--- config.mk ---
export PLATFORM = sky130hd
export DESIGN_NAME = masd_top
export DESIGN_NICKNAME = d
export VERILOG_FILES = /design/src/shared/masd_pkg.sv /design/src/logic/masd_data_decode.sv /design/src/logic/masd_top.sv
export SDC_FILE = /design/constraint.sdc
export NUM_CORES = 1
export LEC_CHECK = 0
export BUFFER_PORTS_ARGS = -buffer_cell sky130_fd_sc_hd__buf_2
export CAP_MARGIN = 20
export CORE_AREA = 2 2 141 143
export DETAILED_ROUTE_END_ITERATION = 16
export DIE_AREA = 0 0 143 145
export PLACE_DENSITY = 0.72
export SLEW_MARGIN = 20
export SYNTH_ARGS = -nofsm -noshare
export SYNTH_HDL_FRONTEND = slang
export SYNTH_SLANG_ARGS = --single-unit
export TNS_END_PERCENT = 20
--- constraint.sdc ---
create_clock -name ref_clk -period 2.9 [get_ports ref_clk]
set_input_delay 0.435 -clock ref_clk [delete_from_list [all_inputs] [get_ports ref_clk]]
set_output_delay 0.435 -clock ref_clk [all_outputs]
set_load 0.1 [all_outputs]
--- src/shared/masd_pkg.sv ---
// shared constants and types for the memory address space decoder
package masd_pkg;

  // program space
  localparam int PROG_LOCATIONS = 4194304;
  localparam int PROG_ADDR_W = 24;
  localparam int IP_W = 23;
  localparam logic [22:0] IP_STEP = 23'h000002;
  localparam logic [22:0] IP_RESET = 23'h000000;
  localparam logic [23:0] RESET_VECTOR = 24'h000000;
  localparam logic [23:0] JUMP_TARGET_ADDR = 24'h000002;
  localparam logic [23:0] IVT_START = 24'h000004;
  localparam logic [23:0] IVT_END = 24'h0000ff;
  localparam logic [23:0] ALT_IVT_START = 24'h000100;
  localparam logic [23:0] ALT_IVT_END = 24'h0001ff;
  localparam logic [23:0] VECTOR_END = 24'h000200;
  localparam logic [23:0] USER_TOP = 24'h7fffff;
  localparam logic [23:0] FLASH_END = 24'h02ac00;
  localparam logic [23:0] CONFIG_START = 24'hf80000;
  localparam logic [23:0] CONFIG_END = 24'hf80017;
  localparam logic [23:0] IDENT_START = 24'hff0000;
  localparam int UPPER_HALF_BIT = 23;
  localparam int TABLE_PAGE_UPPER_BIT = 7;

  // data space
  localparam int DATA_ADDR_W = 16;
  localparam int RAM_BYTES = 16384;
  localparam logic [15:0] RAM_TOP = 16'h3fff;
  localparam int RAM_INDEX_W = 13;
  localparam int WINDOW_SELECT_BIT = 15;
  localparam int CORE_WINDOW_ENABLE_BIT = 2;
  localparam logic [1:0] LANES_WORD = 2'h3;
  localparam logic [1:0] LANES_LOW = 2'h1;
  localparam logic [1:0] LANES_HIGH = 2'h2;

  typedef enum logic [2:0] {
    region_reset_vector,
    region_primary_vectors,
    region_alternate_vectors,
    region_user_flash,
    region_unimplemented,
    region_config,
    region_reserved
  } masd_region_type;

  typedef struct packed {
    logic [22:0] ip;
    logic [23:0] fetch_addr;
    masd_region_type fetch_region;
    logic ram_rd_en;
    logic [12:0] ram_rd_index;
    logic ram_wr_en;
    logic [12:0] ram_wr_index;
    logic [1:0] ram_wr_lanes;
    logic [15:0] ram_wr_data;
    logic flash_rd_en;
    logic flash_wr_en;
    logic [23:0] flash_addr;
    logic [15:0] flash_wr_data;
    masd_region_type flash_region;
    logic rd_pend;
    logic rd_zero;
    logic rd_hi;
    logic rd_byte;
    logic rd_win;
    logic tbl_pend;
    logic tbl_hi;
    logic tbl_zero;
    logic [15:0] rd_data;
    logic rd_valid;
    logic [15:0] table_data;
    logic table_valid;
    logic addr_error;
  } masd_state_type;

endpackage

--- src/logic/masd_data_decode.sv ---
// one data-space address generator decode: range, window routing, alignment, lanes
module masd_data_decode (
  input wire logic [15:0] byte_addr,
  input wire logic word_access,
  input wire logic window_enable,
  output logic in_ram,
  output logic to_window,
  output logic misaligned,
  output logic [12:0] word_index,
  output logic [1:0] lanes
);

  logic lower_half;

  assign lower_half = ~byte_addr[masd_pkg::WINDOW_SELECT_BIT];
  // anything past the implemented ram in the lower half decodes to nothing
  assign in_ram = lower_half && (byte_addr <= masd_pkg::RAM_TOP);
  assign to_window = byte_addr[masd_pkg::WINDOW_SELECT_BIT] && window_enable;
  assign misaligned = word_access && byte_addr[0];
  // shared word decode, byte picked by the low address bit
  assign word_index = byte_addr[13:1];
  assign lanes = word_access ? masd_pkg::LANES_WORD :
                 (byte_addr[0] ? masd_pkg::LANES_HIGH : masd_pkg::LANES_LOW);

endmodule

--- src/logic/masd_top.sv ---
// program and data address space decoder for the cpu core

// Overview of operation
// - program space holds 4M instruction locations.
// - program addresses are 24 bits, from 23-bit pointer or table/window paths.
// - ordinary user program access stays within 0x000000 to 0x7fffff.
// - table operations reach configuration and identity only with page bit 7 set.
// - even address is lower word, odd is upper word with top byte zero.
// - instruction pointer stays even and moves in steps of two.
// - addresses below 0x000200 hold fixed reset, trap and interrupt vectors.
// - after reset execution starts at 0x000000; jump target sits at 0x000002.
// - primary vectors 0x000004-0x0000ff, alternate vectors 0x000100-0x0001ff.
// - reads and writes use separate data address generators, 16-bit data.
// - data addresses are 16-bit byte addresses over 64 Kbytes.
// - top data address bit clear selects ram, set selects program window.
// - up to 16 Kbytes of ram; reads past it in the lower half return zero.
// - low byte at even address, high byte at odd address.
// - program window is visible only with the core window enable bit set.
// - odd word access flags an address error; read completes, write suppressed.
module masd_top (
  input wire logic ref_clk,
  input wire logic rst,
  input wire logic fetch_advance,
  input wire logic fetch_retreat,
  input wire logic jump_load,
  input wire logic [22:0] jump_target,
  input wire logic table_read_op,
  input wire logic table_write_op,
  input wire logic [7:0] table_page_register,
  input wire logic [15:0] table_offset,
  input wire logic [15:0] table_wr_data,
  input wire logic rd_req,
  input wire logic rd_word,
  input wire logic [15:0] rd_byte_addr,
  input wire logic wr_req,
  input wire logic wr_word,
  input wire logic [15:0] wr_byte_addr,
  input wire logic [15:0] wr_data,
  input wire logic [15:0] core_control_register,
  input wire logic [7:0] prog_window_page,
  input wire logic [15:0] ram_rd_data,
  input wire logic [23:0] flash_rd_data,
  output logic [22:0] instruction_pointer_q,
  output logic [23:0] fetch_addr_q,
  output masd_pkg::masd_region_type fetch_region_q,
  output logic ram_rd_en_q,
  output logic [12:0] ram_rd_index_q,
  output logic ram_wr_en_q,
  output logic [12:0] ram_wr_index_q,
  output logic [1:0] ram_wr_lanes_q,
  output logic [15:0] ram_wr_data_q,
  output logic flash_rd_en_q,
  output logic flash_wr_en_q,
  output logic [23:0] flash_addr_q,
  output logic [15:0] flash_wr_data_q,
  output masd_pkg::masd_region_type flash_region_q,
  output logic [15:0] rd_data_q,
  output logic rd_valid_q,
  output logic [15:0] table_data_q,
  output logic table_valid_q,
  output logic addr_error_q
);

  masd_pkg::masd_state_type s_q;
  masd_pkg::masd_state_type s_d;

  logic rd_in_ram;
  logic rd_to_win;
  logic rd_mis;
  logic [12:0] rd_index;
  logic wr_in_ram;
  logic wr_to_win;
  logic wr_mis;
  logic [12:0] wr_index;
  logic [1:0] wr_lanes;
  logic window_en;
  logic [23:0] tbl_addr;
  logic [23:0] win_addr;
  logic [22:0] ip_next;
  logic [15:0] rd_src;
  logic [15:0] tbl_src;
  masd_pkg::masd_region_type tbl_region;

  // one region map serves fetch, table and window paths
  function automatic masd_pkg::masd_region_type classify(input logic [23:0] a);
    if (a[masd_pkg::UPPER_HALF_BIT]) begin
      if ((a >= masd_pkg::CONFIG_START && a <= masd_pkg::CONFIG_END) ||
          a >= masd_pkg::IDENT_START) begin
        classify = masd_pkg::region_config;
      end else begin
        classify = masd_pkg::region_reserved;
      end
    end else if (a < masd_pkg::IVT_START) begin
      classify = masd_pkg::region_reset_vector;
    end else if (a <= masd_pkg::IVT_END) begin
      classify = masd_pkg::region_primary_vectors;
    end else if (a >= masd_pkg::ALT_IVT_START && a <= masd_pkg::ALT_IVT_END) begin
      classify = masd_pkg::region_alternate_vectors;
    end else if (a < masd_pkg::FLASH_END) begin
      classify = masd_pkg::region_user_flash;
    end else begin
      classify = masd_pkg::region_unimplemented;
    end
  endfunction

  assign window_en = core_control_register[masd_pkg::CORE_WINDOW_ENABLE_BIT];

  // separate decoders so a read and a write can resolve in the same cycle
  masd_data_decode u_rd_decode (
    .byte_addr(rd_byte_addr),
    .word_access(rd_word),
    .window_enable(window_en),
    .in_ram(rd_in_ram),
    .to_window(rd_to_win),
    .misaligned(rd_mis),
    .word_index(rd_index),
    .lanes()
  );

  masd_data_decode u_wr_decode (
    .byte_addr(wr_byte_addr),
    .word_access(wr_word),
    .window_enable(window_en),
    .in_ram(wr_in_ram),
    .to_window(wr_to_win),
    .misaligned(wr_mis),
    .word_index(wr_index),
    .lanes(wr_lanes)
  );

  always_comb begin
    s_d = s_q;
    // page bit 7 is the only way a program address gets its top bit set
    tbl_addr = {table_page_register, table_offset};
    // window address keeps the top bit clear, so it stays in user space
    win_addr = {1'b0, prog_window_page, rd_byte_addr[14:1], 1'b0};
    tbl_region = classify(tbl_addr);
    ip_next = s_q.ip;
    if (jump_load) begin
      ip_next = {jump_target[22:1], 1'b0};
    end else if (fetch_advance) begin
      ip_next = s_q.ip + masd_pkg::IP_STEP;
    end else if (fetch_retreat) begin
      ip_next = s_q.ip - masd_pkg::IP_STEP;
    end
    s_d.ip = ip_next;
    s_d.fetch_addr = {1'b0, ip_next};
    s_d.fetch_region = classify({1'b0, ip_next});

    // data read path
    s_d.ram_rd_en = rd_req && rd_in_ram;
    s_d.ram_rd_index = rd_index;
    s_d.rd_pend = rd_req;
    s_d.rd_zero = !(rd_in_ram || rd_to_win);
    s_d.rd_hi = rd_byte_addr[0];
    s_d.rd_byte = !rd_word;
    s_d.rd_win = rd_to_win;

    // data write path; the window half is read-only and drops stores
    s_d.ram_wr_en = wr_req && wr_in_ram && !wr_mis;
    s_d.ram_wr_index = wr_index;
    s_d.ram_wr_lanes = wr_lanes;
    s_d.ram_wr_data = wr_word ? wr_data : {wr_data[7:0], wr_data[7:0]};
    s_d.addr_error = (rd_req && rd_mis) || (wr_req && wr_mis);

    // flash port: a window read owns it, a table op in that cycle is dropped
    s_d.flash_rd_en = 1'b0;
    s_d.flash_wr_en = 1'b0;
    s_d.tbl_pend = 1'b0;
    s_d.tbl_hi = tbl_addr[0];
    s_d.tbl_zero = (tbl_region == masd_pkg::region_unimplemented) ||
                   (tbl_region == masd_pkg::region_reserved);
    s_d.flash_wr_data = table_wr_data;
    if (rd_req && rd_to_win) begin
      s_d.flash_rd_en = 1'b1;
      s_d.flash_addr = win_addr;
      s_d.flash_region = classify(win_addr);
    end else if (table_read_op || table_write_op) begin
      s_d.flash_addr = tbl_addr;
      s_d.flash_region = tbl_region;
      s_d.flash_rd_en = table_read_op;
      s_d.tbl_pend = table_read_op;
      s_d.flash_wr_en = table_write_op && !s_d.tbl_zero;
    end

    // return stage, one cycle after the memory strobe
    if (s_q.rd_win) begin
      rd_src = flash_rd_data[15:0];
    end else begin
      rd_src = ram_rd_data;
    end
    s_d.rd_valid = s_q.rd_pend;
    if (!s_q.rd_pend || s_q.rd_zero) begin
      s_d.rd_data = 16'h0000;
    end else if (s_q.rd_byte) begin
      s_d.rd_data = {8'h00, s_q.rd_hi ? rd_src[15:8] : rd_src[7:0]};
    end else begin
      s_d.rd_data = rd_src;
    end
    // upper word carries only 8 real bits; the top byte reads as zero
    tbl_src = s_q.tbl_hi ? {8'h00, flash_rd_data[23:16]} : flash_rd_data[15:0];
    s_d.table_valid = s_q.tbl_pend;
    s_d.table_data = (s_q.tbl_pend && !s_q.tbl_zero) ? tbl_src : 16'h0000;

    if (rst) begin
      s_d = '0;
      s_d.ip = masd_pkg::IP_RESET;
      s_d.fetch_addr = masd_pkg::RESET_VECTOR;
      s_d.fetch_region = masd_pkg::region_reset_vector;
      s_d.flash_region = masd_pkg::region_reset_vector;
    end
  end

  always_ff @(posedge ref_clk) begin
    s_q <= s_d;
  end

  assign instruction_pointer_q = s_q.ip;
  assign fetch_addr_q = s_q.fetch_addr;
  assign fetch_region_q = s_q.fetch_region;
  assign ram_rd_en_q = s_q.ram_rd_en;
  assign ram_rd_index_q = s_q.ram_rd_index;
  assign ram_wr_en_q = s_q.ram_wr_en;
  assign ram_wr_index_q = s_q.ram_wr_index;
  assign ram_wr_lanes_q = s_q.ram_wr_lanes;
  assign ram_wr_data_q = s_q.ram_wr_data;
  assign flash_rd_en_q = s_q.flash_rd_en;
  assign flash_wr_en_q = s_q.flash_wr_en;
  assign flash_addr_q = s_q.flash_addr;
  assign flash_wr_data_q = s_q.flash_wr_data;
  assign flash_region_q = s_q.flash_region;
  assign rd_data_q = s_q.rd_data;
  assign rd_valid_q = s_q.rd_valid;
  assign table_data_q = s_q.table_data;
  assign table_valid_q = s_q.table_valid;
  assign addr_error_q = s_q.addr_error;
endmodule

* After elaboration in Yosys (flattened, before gate mapping)
Index checks and enable logic that the tools add are counted.
** Cells by class
- Reductions and logical operators :: 39
- Mux-type cells :: 28
- $add $sub $neg :: 2
- Magnitude comparators :: 20
- Equal/unequal tests :: 2
- Bitwise operators :: 4
** Operators with widths (number)
- 23-bit 2-to-1 mux :: 4
- 16-bit 2-to-1 mux :: 4
- 24-bit greater-or-equal comparator, second input constant :: 2
- 23-bit by 9-bit greater-or-equal comparator with 1-bit output, second input constant :: 2
- 23-bit by 8-bit less-or-equal comparator with 1-bit output, second input constant :: 2
- 23-bit by 9-bit less-or-equal comparator with 1-bit output, second input constant :: 2
- 23-bit by 18-bit less-than comparator with 1-bit output, second input constant :: 2
- 23-bit by 3-bit less-than comparator with 1-bit output, second input constant :: 2
- 3-bit 2-to-1 mux :: 14
- 16-bit by 14-bit less-or-equal comparator with 1-bit output, second input constant :: 2
- 26-bit 2-to-1 mux :: 1
- 24-bit by 9-bit greater-or-equal comparator with 1-bit output, second input constant :: 1
- 24-bit less-or-equal comparator, second input constant :: 1
- 24-bit by 8-bit less-or-equal comparator with 1-bit output, second input constant :: 1
- 24-bit by 9-bit less-or-equal comparator with 1-bit output, second input constant :: 1
- 24-bit by 18-bit less-than comparator with 1-bit output, second input constant :: 1
- 24-bit by 3-bit less-than comparator with 1-bit output, second input constant :: 1
- 23-bit by 2-bit adder with 23-bit output, second input constant :: 1
- 23-bit by 2-bit subtractor with 23-bit output, second input constant :: 1
- 1-bit logical AND :: 17
- 3-bit OR reduction :: 4
- 8-bit 2-to-1 mux :: 1
- 2-bit OR reduction :: 4
- 3-bit == test, second input constant :: 2
- other kinds (7) :: 22
** Word-level totals
- Input bits :: 186
- Output and inout port bits :: 176
- Register bits after elaboration :: 161

* Logic depth before layout (Yosys ltp)
Gate-level depths: netlist of the first run.
- Depth in word-level cells :: 12
- Depth in mapped cells :: 10

* Hierarchy
Synthesis of the first run repeated with hierarchy kept, for this count alone.
** Second synthesis, totals
- Cell total of the unflattened synthesis :: 907
- Area, all modules :: 8084.0 µm²
** By module, submodules not included
- masd_top :: sequential area each 3203.1 µm², area an instance 7828.8 µm², instances 1, cells an instance 871
- masd_data_decode :: sequential area each 0.0 µm², area an instance 127.6 µm², instances 2, cells an instance 18

* Worst setup path before layout of the first run
Ideal clock, no wire load.
- Path kind :: flip-flop to flip-flop
- From :: reg, netlist name fetch_addr_q[7]
- To :: reg s_q (netlist bit fetch_region_q[0])
- Clock period less this slack :: 2.448 ns
- Slack :: 0.452 ns
- Buffers on the path :: 1
- Arrival time :: 2.317 ns
- Stages on the path, launching flop included :: 10
- Data required time :: 2.768 ns
- Path through :: dfxtp_1 -> or4_1 -> buf_6 -> or3_4 -> a221o_1 -> a21oi_1 -> o221a_1 -> nand4_1 -> nor2_1 -> nor3_1
** RTL lines
- end signal: assignment :: RTL line masd_top.sv:215 : s_q <= s_d;
- end: declaration :: RTL line masd_top.sv:64 : masd_pkg::masd_state_type s_q;

==> impl_metrics.ini, run 1 <==
[status]
result_of_the_run = complete, no violations

[layout]
num-nets-final = 1228
drive_gt1_share_pct = 40.2
syn_to_final_growth_pct = 17.5

[critical_path]
worst-setup-path-type = reg2reg
critPathMaxStageDelay_ns = 0.57
worstSetupStartpointType = flop
path_delay_family = compound AO/OA/AOI/OAI gates
timing.critical_path.slowest_stage_cell = sky130_fd_sc_hd__or4_1
timing.critical_path.buf_inv = 1
critPathMaxFanout = 7
critical_path.cell_chain = or4_1 -> buf_4 -> nor3_4 -> a22oi_2 -> o21a_1 -> o31ai_2 -> o2111a_1 -> o2111ai_2 -> nor2b_1
cp.required_ns = 3.19
setup.worst_path.end_class = flop
cp_data_arrival_time_ns = 3.02

[logic_synthesis]
synth_flop_cell = sky130_fd_sc_hd__dfxtp_1
post_synth_xor_area_fraction_pct = 1.56
synthTopCellsByCount = 169 x sky130_fd_sc_hd__buf_4, 160 x sky130_fd_sc_hd__dfxtp_1, 96 x sky130_fd_sc_hd__nor2_1
synth-simple-area-share_pct = 20.7
synth-warning-count = 0
synthesis.nets = 1059
synth_enable_flop_cells = 0
synth_top_area_cell = sky130_fd_sc_hd__dfxtp_1
synth_cell_types = 68
muxShareOfSynthArea_pct = 6.87
leading_post_synthesis_cells_by_cell_area = sky130_fd_sc_hd__dfxtp_1 41%, sky130_fd_sc_hd__buf_4 16%, sky130_fd_sc_hd__nor2b_1 5.2%
largest_family_of_logic_cells_by_synthesized_area = simple AND/OR/NAND/NOR gates
synth.avg_cell_area_um2 = 9.03
yosys.area_share.adder_pct = 0.318
synth_top_area_share_pct = 40.7
netlist_instances = 871
most_repeated_cell_in_the_gate_level_netlist_after_synthesis = sky130_fd_sc_hd__buf_4
synth-compound-area-share_pct = 11.1
yosysSeqAreaShare_pct = 40.7
synth-async-reset-ratio_pct = 0
syn_std_cell_area_mm2 = 0.00787
ys_ff_latch = 160

[clock_network]
holdBufCountCts = 0
numClockSinks = 160
clock_latency_ns = 0.42
tritoncts = built
cts_made_buffers = 17
clockBufferDepth = 2
htreeDepth = 4
cts.repair_timing.setup_buffer_count = 0
clock_tree.root_cell = sky130_fd_sc_hd__clkbuf_16
ctsResizeCount = 0
cts.reportedPaths.clkPinSlew_ns = 0.07

[sta]
finalClockSkew_ns = 0.00809
fin_crit_sh_pct = 94.0
actual_slew_at_the_worst_max_slew_pin_ns = 0.577
post_route_minimum_period_ns = 2.73
timing.final.max_slew_violations = 0
slew_headroom_pct = 61.5
rsz0062_at_grt = no
tns_ns = 0
finalHoldViolCount = 0
finalSetupViolCount = 0
maxClockFrequency_mhz = 367

[floorplan]
initial_core_util_pct = 40.9
die_width_um = 143
ios = 362
die_height_um = 145
core-area_mm2 = 0.0192
die_area_mm2 = 0.0207
rows = 51

[placed_design]
place.detailed.hpwl_mm = 16.2
gp_weighted_congestion = 0.896
port_buffers = 344

[drt]
detail_route.drc_violations = 0
drtAntennaViolNets = 0
drt_iter0_drc = 332
drtPass1Iterations = 5
dr_total_vias = 6544
avgRoutedWirePerCell_um = 16.1
detail_route.wirelength_mm = 21.2
vias_per_cell = 4.96

[power]
worst_ir_drop_vdd_uv = 350
powerDensity_mw_per_mm2 = 681
static-leakage-power_uw = 0.00433
total_power_uw = 6300

[worst_hold_path]
hold_path_class = in2reg

[global_routing]
grt_antenna_before_repair = 0
grt_first_pass_wirelength_mm = 32.5
globalRouteTotalUtil_pct = 19.8
via_count_of_the_first_global_routing_pass = 6027
grt_overflow = 0
grt_max_degree = 103

[job]
max_cap_viol_count = 0
-- per-layer routing --
layer  share of wire (%)  track usage (%)  up-vias
met5                   0                0        -
met4                 1.5             5.79        0
met3                 7.5             4.88       25
met2                  48             32.9      298
met1                  43             25.4     3052
li1                    -                -     3169
-- final timing paths --
| kind | endpoint | depth (start not counted) | slack [ns] | start |
|---|---|---|---|---|
| worst min register to register | table_valid_q | 1 | 0.46 | s_q[37] |
| worst max register to register | fetch_region_q[2] | 9 | 0.17 | fetch_addr_q[8] |
| worst min-delay path | s_q[39] | 2 | 0.19 | rd_word |
| worst max-delay path | fetch_region_q[2] | 9 | 0.17 | fetch_addr_q[8] |
-- cell families after synthesis --
logic type	after synthesis
and+or+nand+nor	312
buffers and inverters	221
DFF	160
AOI/OAI and AO/OA	117
muxes	44
xor gates and xnor gates	14
adders and majority gates	2
other	1
-- flip-flops by register name, indices dropped and copies added, names as in the netlist --
register and flops:
ram_rd_en_q 1, flash_region_q 3, fetch_addr_q 23, ram_wr_en_q 1, table_valid_q 1, ram_rd_index_q 13
rd_data_q 16, flash_addr_q 24, fetch_region_q 3, table_data_q 16, flash_wr_data_q 16, ram_wr_lanes_q 2
addr_error_q 1, ram_wr_index_q 13, rd_valid_q 1, flash_wr_en_q 1, flash_rd_en_q 1, ram_wr_data_q 16
s_q 8
-- worst register-to-register path, delay by kind of cell, from the launching register on --
family                 cells  cell delay (ns)
buffers and inverters      1             0.20
DFF                        1             0.38
AOI/OAI and AO/OA          5             1.03
and+or+nand+nor            3             1.00
-- cell type report --
| type | count | area [um2] |
|---|---|---|
| Timing Repair Buffer | 364 | 1890 |
| Multi-Input combinational cell | 490 | 3200 |
| Sequential cell | 160 | 3200 |
| Antenna cell | 1 | 2.50 |
| Fill cell | 1865 | 9960 |
| Clock buffer | 18 | 439 |
| Inverter | 7 | 26.3 |
| Clock inverter | 14 | 159 |
| Tap cell | 265 | 332 |
-- placed cells by master (no fill, tap or decap), drive strengths merged, types with 4 or more instances in the layout --
cell type and n:
and2 10, nor3b 4, inv 14, o21ai 30
dfxtp 160, xnor2 9, nand3 15, o21a 5
xor2 5, nor2 97, mux2i 36, o211ai 5
nor3 20, a311oi 22, buf 364, nor4 13
nor2b 66, clkinv 4, a21oi 12, nand2b 4
a21o 8, or4 8, or3 4, mux4 8
nand2 46, nand4 9, a32oi 4, a211oi 5
and3 9, clkbuf 18
-- stage by stage --
| stage | instance area (um2) | hold slack (ns) | setup WS (ns) | instances | utilization [%] |
|---|---|---|---|---|---|
| final | 9250 | 0.188 | 0.174 | 1319 | 48.1 |
| after global routing | 9240 | 0.158 | 0.0209 | 1318 | 48.1 |
| after CTS | 9240 | 0.160 | 0.195 | 1318 | 48.1 |
| after detailed placement | 8640 | 0.458 | 0.224 | 1286 | 45.0 |
| after global placement | 8640 | 0.455 | 0.232 | 1286 | 45.0 |
| after floorplan | 7870 | 0.449 | 0.452 | 871 | - |
-- power breakdown --
| part | internal [uW] | switching, uW | total (uW) | leakage, uW |
|---|---|---|---|---|
| sequential | 2310 | 73.0 | 2390 | 0.00132 |
| combinational | 358 | 1330 | 1690 | 0.00273 |
| clock | 1180 | 1050 | 2220 | 0.000282 |
| total | 3850 | 2450 | 6300 | 0.00433 |
No activity file was read; power rests on OpenSTA's default activity.
==> run 2: changes to the inputs <==
- CTS_BUF_LIST: not set -> sky130_fd_sc_hd__clkbuf_16
==> run 2 against run 1 <==
Cell count about the same. Largest cell class unchanged. Critical path depth stayed put. Die area is the same. Maximum frequency shrank 0.53%. Routed wire length is essentially flat. Via count is 0.18% lower. Final area shrank 0.14%.
==> impl_metrics.ini, run 2 (synthesized netlist as in run 1, its figures left out) <==
[floorplan]
die_width_um = 143
core-area_mm2 = 0.0192
initial_core_util_pct = 40.9
rows = 51
ios = 362
die_area_mm2 = 0.0207
die_height_um = 145

[placed_design]
worst_slack_at_placement_ns = 0.224
port_buffers = 344
place.detailed.hpwl_mm = 16.2
dpl_cell_area_mm2 = 0.00864
gp_weighted_congestion = 0.896

[layout]
syn_to_final_growth_pct = 17.4
final-seq-area_mm2 = 0.00320
largest_register_ffs = 24
most-common-layout-cells = 343 x sky130_fd_sc_hd__buf_2, 160 x sky130_fd_sc_hd__dfxtp_1, 95 x sky130_fd_sc_hd__nor2_1
mostFrequentLayoutCell = sky130_fd_sc_hd__buf_2
antenna-diode-count = 0
final.fill_count = 1867
multi_input_area_mm2 = 0.00320
drive_gt1_share_pct = 40.1
design_area_mm2 = 0.00923
fraction_of_the_core_area_covered_by_cells_at_the_end_of_the_flow_pct = 48.1
num-nets-final = 1228

[sta]
actual_slew_at_the_worst_max_slew_pin_ns = 0.570
tns_ns = 0
post_route_minimum_period_ns = 2.74
maxClockFrequency_mhz = 365
finalSetupViolCount = 0
timing.final.max_slew_violations = 0
rsz0062_at_grt = no
slew_headroom_pct = 61.9
fin_crit_sh_pct = 94.5
finalClockSkew_ns = 0.00856
least_setup_slack_across_all_paths_after_layout_ns = 0.160
holdWs_ns = 0.188
finalHoldViolCount = 0

[clock_network]
clock_latency_ns = 0.42
numClockSinks = 160
holdBufCountCts = 0
clockBufferDepth = 2
clock_tree.root_cell = sky130_fd_sc_hd__clkbuf_16
tritoncts = built
htreeDepth = 4
cts.repair_timing.setup_buffer_count = 0
ctsResizeCount = 0
cts.reportedPaths.clkPinSlew_ns = 0.07
cts_made_buffers = 17

[critical_path]
path_delay_family = compound AO/OA/AOI/OAI gates
cp.required_ns = 3.20
r2r_cells = 9
worstSetupStartpointType = flop
critPathMaxStageDelay_ns = 0.58
cp_num_cells = 9
worst-setup-path-type = reg2reg
setup.worst_path.end_class = flop
critPathMaxFanout = 7
timing.critical_path.slowest_stage_cell = sky130_fd_sc_hd__or4_1
critical_path.cell_chain = or4_1 -> buf_4 -> nor3_4 -> a22oi_2 -> o21a_1 -> o31ai_2 -> o2111a_1 -> o2111ai_2 -> nor2b_1
timing.critical_path.buf_inv = 1
cp_data_arrival_time_ns = 3.04

[global_routing]
grt_overflow = 0
via_count_of_the_first_global_routing_pass = 6052
grt_max_degree = 103
grt_antenna_before_repair = 0
globalRouteTotalUtil_pct = 19.9
grt_first_pass_wirelength_mm = 32.6

[job]
max_cap_viol_count = 0

[drt]
vias_per_cell = 4.96
dr_total_vias = 6532
drt_iter0_drc = 410
detail_route.wirelength_mm = 21.2
avgRoutedWirePerCell_um = 16.1
drtPass1Iterations = 5
detail_route.drc_violations = 0
drtAntennaViolNets = 0

[worst_hold_path]
hold_path_class = in2reg
min_delay_path_depth = 2

[power]
worst_ir_drop_vdd_uv = 351
powerDensity_mw_per_mm2 = 679
static-leakage-power_uw = 0.00433

[status]
result_of_the_run = complete, no violations
-- run 2: final cells by class --
type | count | area share, %
flip-flops and latches | 160 | 34.7
repair buffers | 364 | 20.4
well taps | 265 | 3.59
clock buffers | 17 | 4.61
multi-input cells | 490 | 34.6
inverters | 7 | 0.285
clock inverters | 15 | 1.76
-- run 2: final timing paths --
check | to | from | slack (ns)
hold reg to reg | table_valid_q | s_q[37] | 0.46
setup reg to reg | fetch_region_q[2] | fetch_addr_q[8] | 0.16
hold / removal | s_q[39] | rd_word | 0.19
setup / recovery | fetch_region_q[2] | fetch_addr_q[8] | 0.16
-- run 2: per-stage QoR --
| stage | power, uW | std cells |
|---|---|---|
| after floorplan | 3920 | 871 |
| after global placement | 4110 | 1286 |
| after detailed placement | 4120 | 1286 |
| after CTS | 6330 | 1318 |
| after global routing | 6510 | 1318 |
| final | 6270 | 1318 |
-- run 2: metal layers --
| metal | part of all wire [%] | vias to the layer above | GRT usage (%) |
|---|---|---|---|
| met3 | 7.5 | 28 | 4.79 |
| li1 | - | 3170 | - |
| met4 | 1.6 | 0 | 6.09 |
| met5 | 0 | - | 0 |
| met2 | 48 | 291 | 33.1 |
| met1 | 43 | 3043 | 25.3 |
-- run 2: where the power goes --
group          total, uW  switching, uW  internal [uW]
Clock               2200           1050           1150
Sequential          2390           73.2           2310
Combinational       1690           1330            358
Total               6270           2450           3820
-- run 2: worst reg2reg max path, delay by kind of cell, from the launching register on --
family / cells / cell delay (ns)
simple gates: 3 / 1.00
buf+inv: 1 / 0.20
compound gates: 5 / 1.05
flops: 1 / 0.38
==> run 3: changes to the inputs <==
- CAP_MARGIN: 20 -> not set
- PLACE_DENSITY: 0.72 -> 0.73
- SYNTH_HIERARCHICAL: not set -> 1
==> run 3 against run 2 <==
Count of clock-buffer cells in the layout stayed put. Maximum frequency down 0.24%. Final area up 0.88%. Clock skew grew 0.0020 ns. Global-route usage is 0.57 points higher. Hold slack gained 0.021 ns. Critical path depth fell by 1. Sequential share of layout area decreased by 0.28 points. Synthesized cell count grew 3.8%. Via count increased by 0.90%. Power decreased by 1.4%. Cell count grew 1.6%. Largest power group unchanged.
==> impl_metrics.ini, run 3 <==
[clock_network]
holdBufCountCts = 0
htreeDepth = 4
tritoncts = built
cts.reportedPaths.clkPinSlew_ns = 0.07
numClockSinks = 160
cts_made_buffers = 17
clock_latency_ns = 0.43
clockBufferDepth = 2
clock_tree.root_cell = sky130_fd_sc_hd__clkbuf_16

[power]
power_frac_clock_pct = 34.3
power.net_switching_uw = 2390
switching_share_pct = 38.6
internal_power_uw = 3800
combinational_group_share_of_total_power_pct = 27.2
powerDensity_mw_per_mm2 = 664
total_power_uw = 6190
worst_ir_drop_vdd_uv = 374
seq_power_share_pct = 38.5
static-leakage-power_uw = 0.00442

[critical_path]
critPathMaxStageDelay_ns = 0.60
path_delay_family = simple AND/OR/NAND/NOR gates
cp_data_arrival_time_ns = 3.10
worst-setup-path-type = reg2reg
timing.critical_path.buf_inv = 0
cp.required_ns = 3.25
timing.critical_path.slowest_stage_cell = sky130_fd_sc_hd__or4_1
critPathMostFrequentCell = sky130_fd_sc_hd__or4_1
r2r_setup_slack_ns = 0.15
critical_path.cell_chain = or3_1 -> or4_1 -> nor3_2 -> a21oi_2 -> xnor2_1 -> mux2_2 -> or4_1 -> nor3_1
setup.worst_path.end_class = flop
worstSetupStartpointType = flop
critPathMaxFanout = 5

[floorplan]
die_area_mm2 = 0.0207
core-area_mm2 = 0.0192
die_height_um = 145
rows = 51
initial_core_util_pct = 42.0
die_width_um = 143
ios = 362

[sta]
fin_crit_sh_pct = 94.7
finalSetupViolCount = 0
timing.final.max_slew_violations = 0
actual_slew_at_the_worst_max_slew_pin_ns = 0.869
tns_ns = 0
finalHoldViolCount = 0
post_route_minimum_period_ns = 2.75
maxClockFrequency_mhz = 364
slew_headroom_pct = 42.1
finalClockSkew_ns = 0.0106

[logic_synthesis]
syn_std_cell_area_mm2 = 0.00807
synth-warning-count = 6
netlist_instances = 904
synth.avg_cell_area_um2 = 8.92
synthesis.nets = 1092

[job]
max_cap_viol_count = 0

[global_routing]
via_count_of_the_first_global_routing_pass = 6283
grt_max_degree = 84
grt_overflow = 0
grt_first_pass_wirelength_mm = 33.1
grt_antenna_before_repair = 1
globalRouteTotalUtil_pct = 20.4

[layout]
instances_no_fill = 1339
num-nets-final = 1248
final.fill_count = 1838
most-common-layout-cells = 343 x sky130_fd_sc_hd__buf_2, 158 x sky130_fd_sc_hd__dfxtp_1, 90 x sky130_fd_sc_hd__nor2_1
final-seq-area_mm2 = 0.00321
mostFrequentLayoutCell = sky130_fd_sc_hd__buf_2
syn_to_final_growth_pct = 15.5
largest_register_ffs = 24
multi_input_area_mm2 = 0.00324
drive_gt1_share_pct = 40.6

[placed_design]
port_buffers = 344
gp_weighted_congestion = 0.908
place.detailed.hpwl_mm = 16.6
dp_cells = 1305

[drt]
drtAntennaViolNets = 0
detail_route.wirelength_mm = 21.8
vias_per_cell = 4.92
drt_iter0_drc = 254
dr_total_vias = 6591
drtPass1Iterations = 4
avgRoutedWirePerCell_um = 16.3
detail_route.drc_violations = 0

[worst_hold_path]
hold_path_class = in2reg

[status]
result_of_the_run = complete, no violations
[run 3: repair_timing]
action,4_1_cts,5_1_grt
gates resized for setup,0,8
setup buffers,0,1
setup endpoints to repair,0,3
[run 3: per-layer routing]
metal  GRT usage (%)  vias up  wire length, um
met5               0        -                0
met4            7.72        0              538
met3            5.51       34             1650
met2            33.8      302            10300
met1            25.3     3045             9260
li1                -     3210                -
[run 3: layout make-up]
cell class                 count  area share [%]
tap                          265            3.56
sequential                   160            34.4
antenna                        1          0.0269
clock inverter                15            1.36
clock buffer                  17            4.57
timing repair buffer         374            20.9
multi-input combinational    499            34.8
inverter                       8           0.322
[run 3: through the flow]
step                      hold WS [ns]  area [um2]  worst slack, ns  util [%]
after floorplan                  0.445        8070            0.236         -
after global placement           0.457        8710            0.160      45.4
after detailed placement         0.455        8710            0.108      45.4
after CTS                        0.195        9260           0.0857      48.2
after global routing             0.198        9310         -0.00734      48.5
final                            0.209        9310            0.153      48.5
[run 3: final timing paths]
check                             to             start  cells past startpoint
setup reg to reg   fetch_region_q[1]  fetch_addr_q[14]                      8
hold / removal    ram_wr_index_q[11]  wr_byte_addr[12]                      2
setup / recovery   fetch_region_q[1]  fetch_addr_q[14]                      8
hold reg to reg           rd_valid_q           s_q[42]                      1
[run 3: worst register-to-register path, delay by kind of cell (launching register included)]
family,cells,cell delay [ns]
AO/OA/AOI/OAI,1,0.05
XOR/XNOR,1,0.12
flip-flops,1,0.31
multiplexers,1,0.28
AND/OR/NAND/NOR,5,1.92
[run 3: power groups by stage]
stage | registers [uW] | clock network, uW | logic, uW
3_5_place_dp | 2430 | 0 | 1670
5_1_grt | 2400 | 2270 | 1750
4_1_cts | 2380 | 2180 | 1670
3_3_place_gp | 2430 | 0 | 1660
2_1_floorplan | 2430 | 0 | 1470
6_report | 2380 | 2120 | 1680
